### config.mk
export PLATFORM = sky130hd
export DESIGN_NAME = lopm_core
export DESIGN_NICKNAME = d
export VERILOG_FILES = /design/src/lopm_alu.v /design/src/lopm_core.v
export VERILOG_INCLUDE_DIRS = /design/src
export SDC_FILE = /design/constraint.sdc
export NUM_CORES = 1
export LEC_CHECK = 0
export BUFFER_PORTS_ARGS = -buffer_cell sky130_fd_sc_hd__buf_2
export CAP_MARGIN = 20
export CELL_PAD_IN_SITES_DETAIL_PLACEMENT = 0
export CELL_PAD_IN_SITES_GLOBAL_PLACEMENT = 1
export CORE_MARGIN = 2
export CORE_UTILIZATION = 32
export CTS_CLUSTER_SIZE = 40
export DETAILED_ROUTE_END_ITERATION = 8
export PLACE_DENSITY_LB_ADDON = 0.1
export SLEW_MARGIN = 40
export SYNTH_ARGS = -nofsm -noshare
export SYNTH_HDL_FRONTEND = slang
export SYNTH_HIERARCHICAL = 1
export SYNTH_SLANG_ARGS = --single-unit
### constraint.sdc
create_clock -name clk -period 2.35 [get_ports clk]
set_input_delay 0 -clock clk [delete_from_list [all_inputs] [get_ports clk]]
set_output_delay 0 -clock clk [all_outputs]
set_load 0.1 [all_outputs]
### src/lopm_map.vh
// opcode, field and exception constants for the logic ops and pair merge datapath
`ifndef LOPM_MAP_VH
`define LOPM_MAP_VH
`define LOPM_OP_SPECIAL 6'h00
`define LOPM_OP_ORCONST 6'h0d
`define LOPM_OP_FLOAT 6'h11
`define LOPM_FN_NOR 6'h27
`define LOPM_FN_OR 6'h25
`define LOPM_FN_SHIFT 6'h00
`define LOPM_FN_PAIR_LL 6'h2c
`define LOPM_FN_PAIR_LH 6'h2d
`define LOPM_FMT_PAIRED 5'h16
`define LOPM_SA_LINKWAIT 5'h05
`define LOPM_ZERO5 5'h00
`define LOPM_EXC_NONE 2'h0
`define LOPM_EXC_CPU 2'h1
`define LOPM_EXC_RI 2'h2
`endif

### src/lopm_alu.v
// combinational logic unit for the general register operations
`timescale 1ns/1ps
module lopm_alu (
    input wire [1:0] op_sel,
    input wire [31:0] src_a,
    input wire [31:0] src_b,
    input wire [15:0] const_val,
    output reg [31:0] result
);
    // 0: inverted or, 1: or, 2: or with zero-extended constant
    always @* begin
        case (op_sel)
            2'h0: result = ~(src_a | src_b);
            2'h1: result = src_a | src_b;
            2'h2: result = src_a | {16'h0000, const_val};
            default: result = 32'h00000000;
        endcase
    end
endmodule

### src/lopm_core.v
// decode and execute stage for logic ops, link-wait and paired merges
`timescale 1ns/1ps
`include "lopm_map.vh"
// Notes on behaviour
// - inverted or writes complement of the two sources' or.
// - inverted or decodes from opcode zero, bits 10..6 zero, function 100111.
// - register or decodes from opcode zero, bits 10..6 zero, function 100101.
// - register or writes source or, with no exception.
// - or-with-constant decodes from opcode 001101 with fields 25..21, 20..16, 15..0.
// - constant is zero-extended, ored with source, written to destination.
// - link-wait is shift encoding, all register fields zero, shift amount 00101.
// - link-wait holds the stream until flag clears or an interrupt arrives.
// - without link-wait support the encoding executes as no-operation.
// - store to the lock by another stream clears the flag, releasing wait.
// - pair low-low decodes from opcode 010001, format 10110, function 101100.
// - pair low-low result is source a low over source b low.
// - pair low-high decodes from opcode 010001, format 10110, function 101101.
// - pair low-high result is source a low over source b high.
// - paired merges are moves and raise no float exception.
// - merges raise coprocessor-unusable if disabled, reserved if unsupported.
module lopm_core #(
    parameter LINKWAIT_EN = 1,
    parameter PAIRED_EN = 1
) (
    input wire clk,
    input wire reset_n,
    input wire issue_valid,
    input wire [31:0] instr,
    input wire [31:0] greg_a,
    input wire [31:0] greg_b,
    input wire [63:0] freg_a,
    input wire [63:0] freg_b,
    input wire float_enable,
    input wire link_reservation_flag,
    input wire lock_store_other,
    input wire irq_pending,
    output reg stall_r,
    output reg done_r,
    output reg greg_we_r,
    output reg [4:0] greg_dest_r,
    output reg [31:0] greg_data_r,
    output reg freg_we_r,
    output reg [4:0] freg_dest_r,
    output reg [63:0] freg_data_r,
    output reg [1:0] exc_r,
    output reg fp_exc_r,
    output reg link_flag_view_r
);
    // =====================================================
    // field extraction
    // every field is cut from the word whatever its kind; decode picks the meaning
    wire [5:0] opcode = instr[31:26];
    wire [4:0] source_a_index = instr[25:21];
    wire [4:0] source_b_index = instr[20:16];
    wire [4:0] dest_index = instr[15:11];
    wire [4:0] shamt = instr[10:6];
    wire [5:0] funct = instr[5:0];
    wire [4:0] float_fmt = instr[25:21];
    wire [4:0] float_dest = instr[10:6];
    wire [15:0] const_field = instr[15:0];
    localparam ST_RUN = 1'b0;
    localparam ST_WAIT = 1'b1;
    reg state_r;
    reg state_nxt;

    // =====================================================
    // decode
    // plain shift words other than link-wait fall through to a bare retire
    wire is_special = opcode == `LOPM_OP_SPECIAL;
    wire shamt_zero = shamt == `LOPM_ZERO5;
    wire dec_nor = is_special && shamt_zero && funct == `LOPM_FN_NOR;
    wire dec_or = is_special && shamt_zero && funct == `LOPM_FN_OR;
    wire dec_orc = opcode == `LOPM_OP_ORCONST;
    wire wait_regs_zero = source_a_index == `LOPM_ZERO5
        && source_b_index == `LOPM_ZERO5 && dest_index == `LOPM_ZERO5;
    wire dec_wait = is_special && wait_regs_zero
        && shamt == `LOPM_SA_LINKWAIT && funct == `LOPM_FN_SHIFT;
    wire is_paired = opcode == `LOPM_OP_FLOAT && float_fmt == `LOPM_FMT_PAIRED;
    wire dec_pll = is_paired && funct == `LOPM_FN_PAIR_LL;
    wire dec_plh = is_paired && funct == `LOPM_FN_PAIR_LH;
    wire dec_logic = dec_nor || dec_or || dec_orc;
    wire dec_merge = dec_pll || dec_plh;
    // build options; a wait that is not built retires like any other word
    wire wait_built = LINKWAIT_EN != 0;
    wire merge_built = PAIRED_EN != 0;

    // =====================================================
    // logic unit
    // selector falls to the constant form, which only counts when dec_orc is set
    wire [1:0] alu_sel = dec_nor ? 2'h0 : (dec_or ? 2'h1 : 2'h2);
    wire [31:0] alu_out;
    lopm_alu u_alu (
        .op_sel(alu_sel),
        .src_a(greg_a),
        .src_b(greg_b),
        .const_val(const_field),
        .result(alu_out)
    );
    // the constant form writes the second index field, the register forms the third
    wire [4:0] greg_target = dec_orc ? source_b_index : dest_index;
    wire greg_keep = greg_target != `LOPM_ZERO5;

    // =====================================================
    // paired merge
    // freg_a holds the first (upper) source, freg_b the second
    // sixteen-register mode is not seen here; the issuer keeps merges out of it
    wire [31:0] merge_hi = freg_a[31:0];
    wire [31:0] merge_lo = dec_pll ? freg_b[31:0] : freg_b[63:32];
    wire [63:0] merge_out = {merge_hi, merge_lo};
    // unusable outranks reserved, so a disabled unit never reveals what is built
    wire [1:0] merge_exc = !float_enable ? `LOPM_EXC_CPU
        : (!merge_built ? `LOPM_EXC_RI : `LOPM_EXC_NONE);
    wire merge_ok = merge_exc == `LOPM_EXC_NONE;

    // =====================================================
    // wake logic
    // a remote lock store clears the flag as seen here in the same cycle,
    // even while the flag input still lags; the input rules again next cycle
    // wake is combinational, so a wait whose flag is already clear never stalls
    wire flag_seen = link_reservation_flag && !lock_store_other;
    wire wake = !flag_seen || irq_pending;
    wire taken = issue_valid && state_r == ST_RUN;

    // =====================================================
    // wait state machine; a wait that wakes at once never stalls
    always @* begin
        state_nxt = state_r;
        case (state_r)
            ST_RUN: begin
                if (taken && dec_wait && wait_built && !wake) begin
                    state_nxt = ST_WAIT;
                end
            end
            ST_WAIT: begin
                if (wake) begin
                    state_nxt = ST_RUN;
                end
            end
            default: state_nxt = ST_RUN;
        endcase
    end

    // =====================================================
    // state, stall and flag view; issues offered while waiting are dropped
    // the issuer must watch stall_r, nothing is queued behind a wait
    always @(posedge clk or negedge reset_n) begin
        if (!reset_n) begin
            state_r <= ST_RUN;
            stall_r <= 1'b0;
            link_flag_view_r <= 1'b0;
        end else begin
            state_r <= state_nxt;
            stall_r <= state_nxt == ST_WAIT;
            link_flag_view_r <= flag_seen;
        end
    end

    // =====================================================
    // retire pulse: one cycle per accepted word, or on leaving the wait
    always @(posedge clk or negedge reset_n) begin
        if (!reset_n) begin
            done_r <= 1'b0;
        end else if (state_r == ST_WAIT) begin
            done_r <= wake; // resume at the following instruction
        end else begin
            done_r <= taken && state_nxt == ST_RUN; // no-op when unsupported
        end
    end

    // =====================================================
    // general register write port; data and index hold until the next logic op, even one dropped for register zero
    always @(posedge clk or negedge reset_n) begin
        if (!reset_n) begin
            greg_we_r <= 1'b0;
            greg_dest_r <= 5'h00;
            greg_data_r <= 32'h00000000;
        end else begin
            greg_we_r <= 1'b0;
            if (taken && dec_logic) begin
                // writes to register zero are dropped
                greg_we_r <= greg_keep;
                greg_dest_r <= greg_target;
                greg_data_r <= alu_out;
            end
        end
    end

    // =====================================================
    // float register write port; merges are moves and never flag a float fault
    always @(posedge clk or negedge reset_n) begin
        if (!reset_n) begin
            freg_we_r <= 1'b0;
            freg_dest_r <= 5'h00;
            freg_data_r <= 64'h0000000000000000;
            fp_exc_r <= 1'b0;
        end else begin
            freg_we_r <= 1'b0;
            fp_exc_r <= 1'b0;
            if (taken && dec_merge && merge_ok) begin
                freg_we_r <= 1'b1;
                freg_dest_r <= float_dest;
                freg_data_r <= merge_out;
            end
        end
    end

    // =====================================================
    // exception pulse; only the merges can fault, the logic forms never do
    always @(posedge clk or negedge reset_n) begin
        if (!reset_n) begin
            exc_r <= `LOPM_EXC_NONE;
        end else if (taken && dec_merge) begin
            exc_r <= merge_exc;
        end else begin
            exc_r <= `LOPM_EXC_NONE;
        end
    end
endmodule

==> reports/qor.csv, run 1 <==
metric,value,unit
fin nets,1048,
Max Freq,479,MHz
post-route design area,0.00841,mm^2
largest cells by area after synthesis,"dfrtp_1 50%, mux2_2 27%, nor2_1 3.6%, a221o_1 2.9%, mux2_4 2.7%",
skew final,0.0111,ns
Antenna Cells,0,
Yosys top cell by area,dfrtp_1,
hold path start,instr[20],
adder-cell share of the synthesized area,0,
Initial Utilization,0.325,
Clock Path Buffers,2,
LEAKAGE,4.57,nW
Die Span Y,136,um
initial antenna violation count,1,
Hold Path Depth,4,
post-route ant nets,0,
"Cell Area, Synth",0.00559,mm^2
final critical-path required period,2.09,ns
post-synthesis mux area share,0.295,
max_cap viols,0,
GPL Wtd Cong,0.796,
die width,136,um
status,finished clean,
postcts setup bufs,0,
Sink Count,112,
largest net degree at the start of global routing,55,
CTS tree,built,
Detailed Route Iter0 Violations,148,
post-detail-place hpwl,13100,um
hold slack,0.0123,ns
DRC Markers,0,
layout cells sized above 1,0.607,
Simple-Gate Fraction of Synth Area,0.0739,
count of cell types in the netlist,36,
post_cts resized,0,
WP data arrival,2.33,ns
Via Count,4871,
IO Port Bufs,310,
IO Count,345,
Yosys top cell area share,0.501,
main combinational cell family by area after synthesis,multiplexers,
Worst R2R End,freg_data_r[7],
data required time at the worst endpoint,2.60,ns
register area share after synthesis,0.501,
vias in the first global route,4993,
worst slew pin tran,0.763,ns
Synth Area in XOR/XNOR,0.0251,
clock latency on the worst-skew pair,0.36,ns
final period utilization,0.888,
CTS buffer count,9,
root buffer cell,clkbuf_16,
endpoint class of the critical path,flip-flop,
all-layer global routing usage,0.180,
die area,0.0185,mm^2
via density per instance,4.65,
Seq cells post-synth,112,
path type of the worst setup path,input port to flip-flop,
post-layout worst setup margin,0.264,ns
unrepaired setup endpoints after global routing,false,
endpoints failing hold,0,
Overall Power,5.05,mW
final wirelength,17300,um
# hold bufs at CTS,63,
Setup WS pre-CTS,-0.158,ns
Worst Hold Class,input port to flip-flop,
Crit Path Max Fanout,16,
core area,0.0172,mm^2
CP Launch Point,instr[26],
Slew Limit Fails,0,
total global routing overflow,0,
"leading cell type in the layout, fill and taps excluded",buf_2,
reg2reg start,state_r,
final setup vio count,0,
first-pass GRT wire length,25700,um
TritonRoute pass-1 iters,4,
Power Dens Cells,601,mW/mm^2
CP startpoint kind,input port,
Slew HR,0.491,
final cell utilization of the core,0.489,
Placed Area,0.00747,mm^2
worst vdd ir,0.339,mV
Layout area overhead,50.4,%
WHS Endpoint,greg_we_r,
Worst R2R Setup Slack,0.46,ns
"commonest cells after routing, fill and taps aside","309 x buf_2, 133 x mux2_2, 111 x dfrtp_1, 63 x dlygate4sd3_1, 52 x nor2_1",
Clock Pin Slew Worst Setup and Hold Paths,0.08,ns
Reg2Reg Depth,5,
synth warn,6,
Core Rows,48,
Synth Instances,440,
WL per Instance,16.5,um
synthesized area per cell,12.7,um^2
H-Tree Depth,3,
Compound-Gate Fraction of Synth Area,0.0712,
-- report_power, final --
| part | total, mW | switching, mW | internal [mW] | leakage, nW |
|---|---|---|---|---|
| Sequential | 2.07 | 0.0491 | 2.02 | 1.53 |
| Combinational | 1.40 | 0.997 | 0.406 | 2.89 |
| Clock | 1.58 | 0.810 | 0.770 | 0.150 |
-- how the worst max path moves through the flow --
stage                      endpoint  slack [ns]  cells after the start
finish               greg_data_r[5]        0.26                     10
global route        greg_data_r[13]        0.09                     10
CTS                 greg_data_r[10]        0.21                     10
detailed placement   greg_data_r[5]       -0.16                     10
global placement    greg_data_r[20]       -0.32                      8
floorplan           greg_data_r[29]        0.02                     10
-- worst max-delay path: stages --
cell	delay [ns]
buf_2	0.10
nor4_1	0.35
buf_4	0.18
nand2_1	0.05
or4_4	0.59
nor2_2	0.19
buf_4	0.34
xnor2_1	0.18
a21oi_1	0.06
mux2_2	0.27
-- final cells by class --
cell class	instances	area (um^2)
Multi-Input combinational cell	299	2620
Sequential cell	112	2800
Inverter	2	7.51
Clock buffer	9	225
Tap cell	225	282
Fill cell	1613	8770
Timing Repair Buffer	393	2380
Clock inverter	7	81.3
-- state kept, by name, indices dropped and copies added (netlist names) --
| signal | flops |
|---|---|
| link_flag_view_r | 1 |
| greg_dest_r | 5 |
| done_r | 1 |
| greg_data_r | 32 |
| freg_data_r | 64 |
| state_r | 1 |
| freg_dest_r | 5 |
| freg_we_r | 1 |
| exc_r | 1 |
| greg_we_r | 1 |
-- stage by stage --
stage | TNS, ns | std cells
floorplan | 0 | 441
finish | 0 | 1047
global placement | -6.59 | 968
global route | 0 | 1047
detailed placement | -4.56 | 968
CTS | 0 | 1047
-- synthesized netlist by cell type --
master	number
buf_4	4
inv_1	2
nand3b_1	1
nand2_1	3
nor2b_1	2
buf_6	6
or4b_1	1
buf_1	2
conb_1	1
xnor2_1	16
mux2_4	10
nor3_1	4
o21bai_1	16
or4_1	1
mux2_2	133
nor4b_1	1
or4_4	2
dfrtp_1	112
nand4_1	3
a32o_1	1
clkbuf_1	6
and4_1	1
and2_1	2
a21oi_1	17
or3b_2	1
nor3b_1	1
o21a_1	1
nand2b_1	1
nand4b_1	2
nor2_1	54
nor4_1	4
a221o_1	16
o21ai_0	1
nand3_1	1
o211a_1	1
buf_2	10
-- cells by family after synthesis --
logic type | Yosys count
xor+xnor | 16
flops | 112
other cells | 1
mux | 143
simple gates | 85
buf+inv | 30
compound gates | 53
-- per-layer routing --
layer / vias up / track usage / part of all wire
met1: 2309 / 0.215 / 0.41
met2: 197 / 0.314 / 0.49
met3: 26 / 0.0436 / 0.079
met4: 2 / 0.0642 / 0.021
li1: 2337 / - / -
met5: - / 0 / 0.00075
Power figures use the tool's default switching activity.
==> run 2: changes to the inputs <==
--- a/config.mk
+++ b/config.mk
@@ -6,12 +6,13 @@
 export SDC_FILE = /design/constraint.sdc
 export NUM_CORES = 1
 export LEC_CHECK = 0
+export ABC_AREA = 1
 export BUFFER_PORTS_ARGS = -buffer_cell sky130_fd_sc_hd__buf_2
 export CAP_MARGIN = 20
 export CELL_PAD_IN_SITES_DETAIL_PLACEMENT = 0
 export CELL_PAD_IN_SITES_GLOBAL_PLACEMENT = 1
 export CORE_MARGIN = 2
-export CORE_UTILIZATION = 32
+export CORE_UTILIZATION = 30
 export CTS_CLUSTER_SIZE = 40
 export DETAILED_ROUTE_END_ITERATION = 8
 export PLACE_DENSITY_LB_ADDON = 0.1
==> run 2 against run 1 <==
  * Sequential power about the same
  * Register-to-register slack better by 0.31 ns
  * Die area up 22%
  * Count of clock-buffer cells in the layout unchanged
  * Largest power group unchanged
  * Wire length up 34%
  * Power up 3.6%
  * Final area up 11%
==> reports/qor.csv, run 2 <==
metric,value,unit,change
status,finished clean,,
Clock Path Buffers,2,,unchanged
Initial Utilization,0.306,,-0.0191
data required time at the worst endpoint,2.65,ns,+0.05 ns
CP startpoint kind,input port,,
"slowest stage delay, CP",0.54,ns,-0.05 ns
Power Dens Cells,560,mW/mm^2,-6.8%
core area,0.0210,mm^2,+22%
first-pass GRT wire length,35300,um,+38%
postcts setup bufs,0,,unchanged
Yosys top cell by area,dfrtp_1,,
Detailed Route Iter0 Violations,337,,+130%
largest cells by area after synthesis,"dfrtp_1 44%, nand2_1 23%, nor2_1 7.3%, nand3_1 7.1%, inv_1 5.8%",,
final period utilization,0.900,,+0.0120
most frequent cell on the critical path,nand3_1,,
total global routing overflow,0,,unchanged
"Cell Area, Synth",0.00644,mm^2,+15%
worst slew pin tran,0.748,ns,-0.0149 ns
post-synthesis mux area share,0,,-0.295
IO Count,345,,unchanged
final critical-path required period,2.11,ns,+0.0281 ns
Compound-Gate Fraction of Synth Area,0.0354,,-0.0358
H-Tree Depth,3,,unchanged
Worst Hold Class,input port to flip-flop,,
post-route ant nets,0,,unchanged
Slew Limit Fails,0,,unchanged
Synth async-reset ratio,1.00,,unchanged
Biggest register,freg_data_r,,
vias in the first global route,6766,,+36%
Synth Instances,973,,+120%
root buffer cell,clkbuf_16,,
path type of the worst setup path,input port to flip-flop,,
CTS buffer count,9,,unchanged
synth warn,6,,unchanged
unrepaired setup endpoints after global routing,false,,
Sink Count,112,,unchanged
Seq cells post-synth,112,,unchanged
die width,151,um,+11%
crit-path cells,dlygate4sd3_1 > buf_2 > nor2_1 > nand3_1 > nor2_1 > nand3_1 > nor2_2 > inv_2 > nor2_4 > buf_4 > nand2_1 > nand3_1 > nand3_1 > nand2_1,,
via density per instance,4.46,,-4.1%
Core Rows,53,,+10%
layout cells sized above 1,0.268,,-0.339
synthesized area per cell,6.62,um^2,-48%
Synth Area in XOR/XNOR,0,,-0.0251
main combinational cell family by area after synthesis,simple AND/OR/NAND/NOR gates,,
"count leader, synth",nand2_1,,
skew final,0.0116,ns,+0.000577 ns
GPL Wtd Cong,0.783,,-1.6%
endpoint class of the critical path,flip-flop,,
Worst Path Buf+Inv,4,,+1
Max Freq,473,MHz,-1.3%
Via Count,7239,,+49%
largest registers,"freg_data_r (64), greg_data_r (32)",,
post-detail-place hpwl,16500,um,+26%
Crit Path Max Fanout,17,,+1
CTS tree,built,,
Layout area overhead,45.1,%,
IO Port Bufs,310,,unchanged
CP max-delay cell,dlygate4sd3_1,,
Worst path top cell family by delay,simple AND/OR/NAND/NOR gates,,
final setup vio count,0,,unchanged
Clock Pin Slew Worst Setup and Hold Paths,0.08,ns,about the same
Yosys top cell area share,0.435,,-0.0661
Post-synth top cells,"393 x nand2_1, 125 x nor2_1, 112 x dfrtp_1",,
WP data arrival,2.41,ns,+0.08 ns
largest net degree at the start of global routing,54,,-1.8%
all-layer global routing usage,0.199,,+0.0197
"commonest cells after routing, fill and taps aside","393 x nand2_1, 309 x buf_2, 122 x nor2_1, 112 x dfrtp_1, 100 x inv_1",,
final cell utilization of the core,0.445,,-0.0449
LEAKAGE,5.63,nW,+23%
adder-cell share of the synthesized area,0,,unchanged
fin nets,1571,,+50%
die area,0.0227,mm^2,+22%
Multi-input gate area,0.00299,mm^2,+14%
Placed Area,0.00822,mm^2,+10%
"leading cell type in the layout, fill and taps excluded",nand2_1,,
WL per Instance,14.2,um,-14%
Post-synth EDFFs,0,,unchanged
Fin Setup TNS,0,ns,unchanged
count of cell types in the netlist,26,,-28%
max FFs per register,64,,unchanged
TritonRoute pass-1 iters,6,,+2
endpoints failing hold,0,,unchanged
Slew HR,0.501,,+0.0105
clock latency on the worst-skew pair,0.36,ns,about the same
register area share after synthesis,0.435,,-0.0661
initial antenna violation count,4,,+3
Filler Cells Inserted,2261,,+40%
final wirelength,23100,um,+34%
max_cap viols,0,,unchanged
sequential standard cell area,0.00280,mm^2,about the same
DRC Markers,0,,unchanged
dominant synthesized flop cell,dfrtp_1,,
Die Span Y,151,um,+11%
Simple-Gate Fraction of Synth Area,0.426,,+0.352
worst vdd ir,0.380,mV,+12%
post-route design area,0.00935,mm^2,+11%
[run 2: metal layers]
metal	wire length, um	vias up	track usage	part of all wire
met5	27	-	0	0.0012
met4	232	4	0.0486	0.010
met3	1900	16	0.0545	0.082
met2	11000	211	0.342	0.48
met1	9940	3276	0.249	0.43
li1	-	3732	-	-
[run 2: repair_timing]
item / in CTS / in global routing
resized for setup: 0 / 1
endpoints found under the hold margin: 115 / 0
setup endpoints to repair: 0 / 32
hold buffers: 79 / 0
[run 2: kinds of logic after synthesis]
| family | Yosys count |
|---|---|
| flip-flops | 112 |
| AO/OA/AOI/OAI | 45 |
| other | 1 |
| AND/OR/NAND/NOR | 661 |
| buffers and inverters | 154 |
[run 2: worst reg2reg max path, cell delays in order (launching register included)]
cell     delay, ns
dfrtp_1       0.43
nor2_4        0.14
buf_4         0.39
nand2_2       0.11
buf_4         0.24
nand2_1       0.09
o21ai_1       0.05
[run 2: metrics by stage]
step	total power [mW]	cells	setup slack, ns	hold slack [ns]
finish	5.24	1623	0.236	0.00575
CTS	5.32	1620	0.0917	0.0000576
floorplan	3.07	974	0.407	-0.296
global placement	3.49	1525	0.244	0.0605
detailed placement	3.50	1525	0.186	0.0653
global route	5.49	1621	0.0462	0.0124
[run 2: worst paths after layout]
path | startpoint | to | slack [ns] | depth (start not counted)
worst max register to register | state_r | greg_dest_r[2] | 0.77 | 6
worst min-delay path | freg_b[15] | freg_data_r[15] | 0.006 | 5
worst max-delay path | instr[9] | greg_data_r[19] | 0.24 | 14
max in group asynchronous | reset_n | freg_data_r[54] | 1.45 | 3
worst min register to register | greg_data_r[19] | greg_data_r[19] | 0.47 | 2
min in group asynchronous | reset_n | greg_data_r[7] | 0.19 | 2
[run 2: cell type report]
cell class	count	area share
clock inverter	7	0.0110
clock buffer	9	0.0241
timing repair buffer	406	0.266
antenna	3	0.000803
sequential	112	0.300
inverter	103	0.0415
multi-input combinational	708	0.320
tap	275	0.0368
[run 2: power by group]
group / internal [mW] / total, mW / switching, mW / leakage, nW
sequential: 2.02 / 2.07 / 0.0496 / 1.53
clock: 0.871 / 1.69 / 0.820 / 0.160
combinational: 0.376 / 1.48 / 1.10 / 3.94
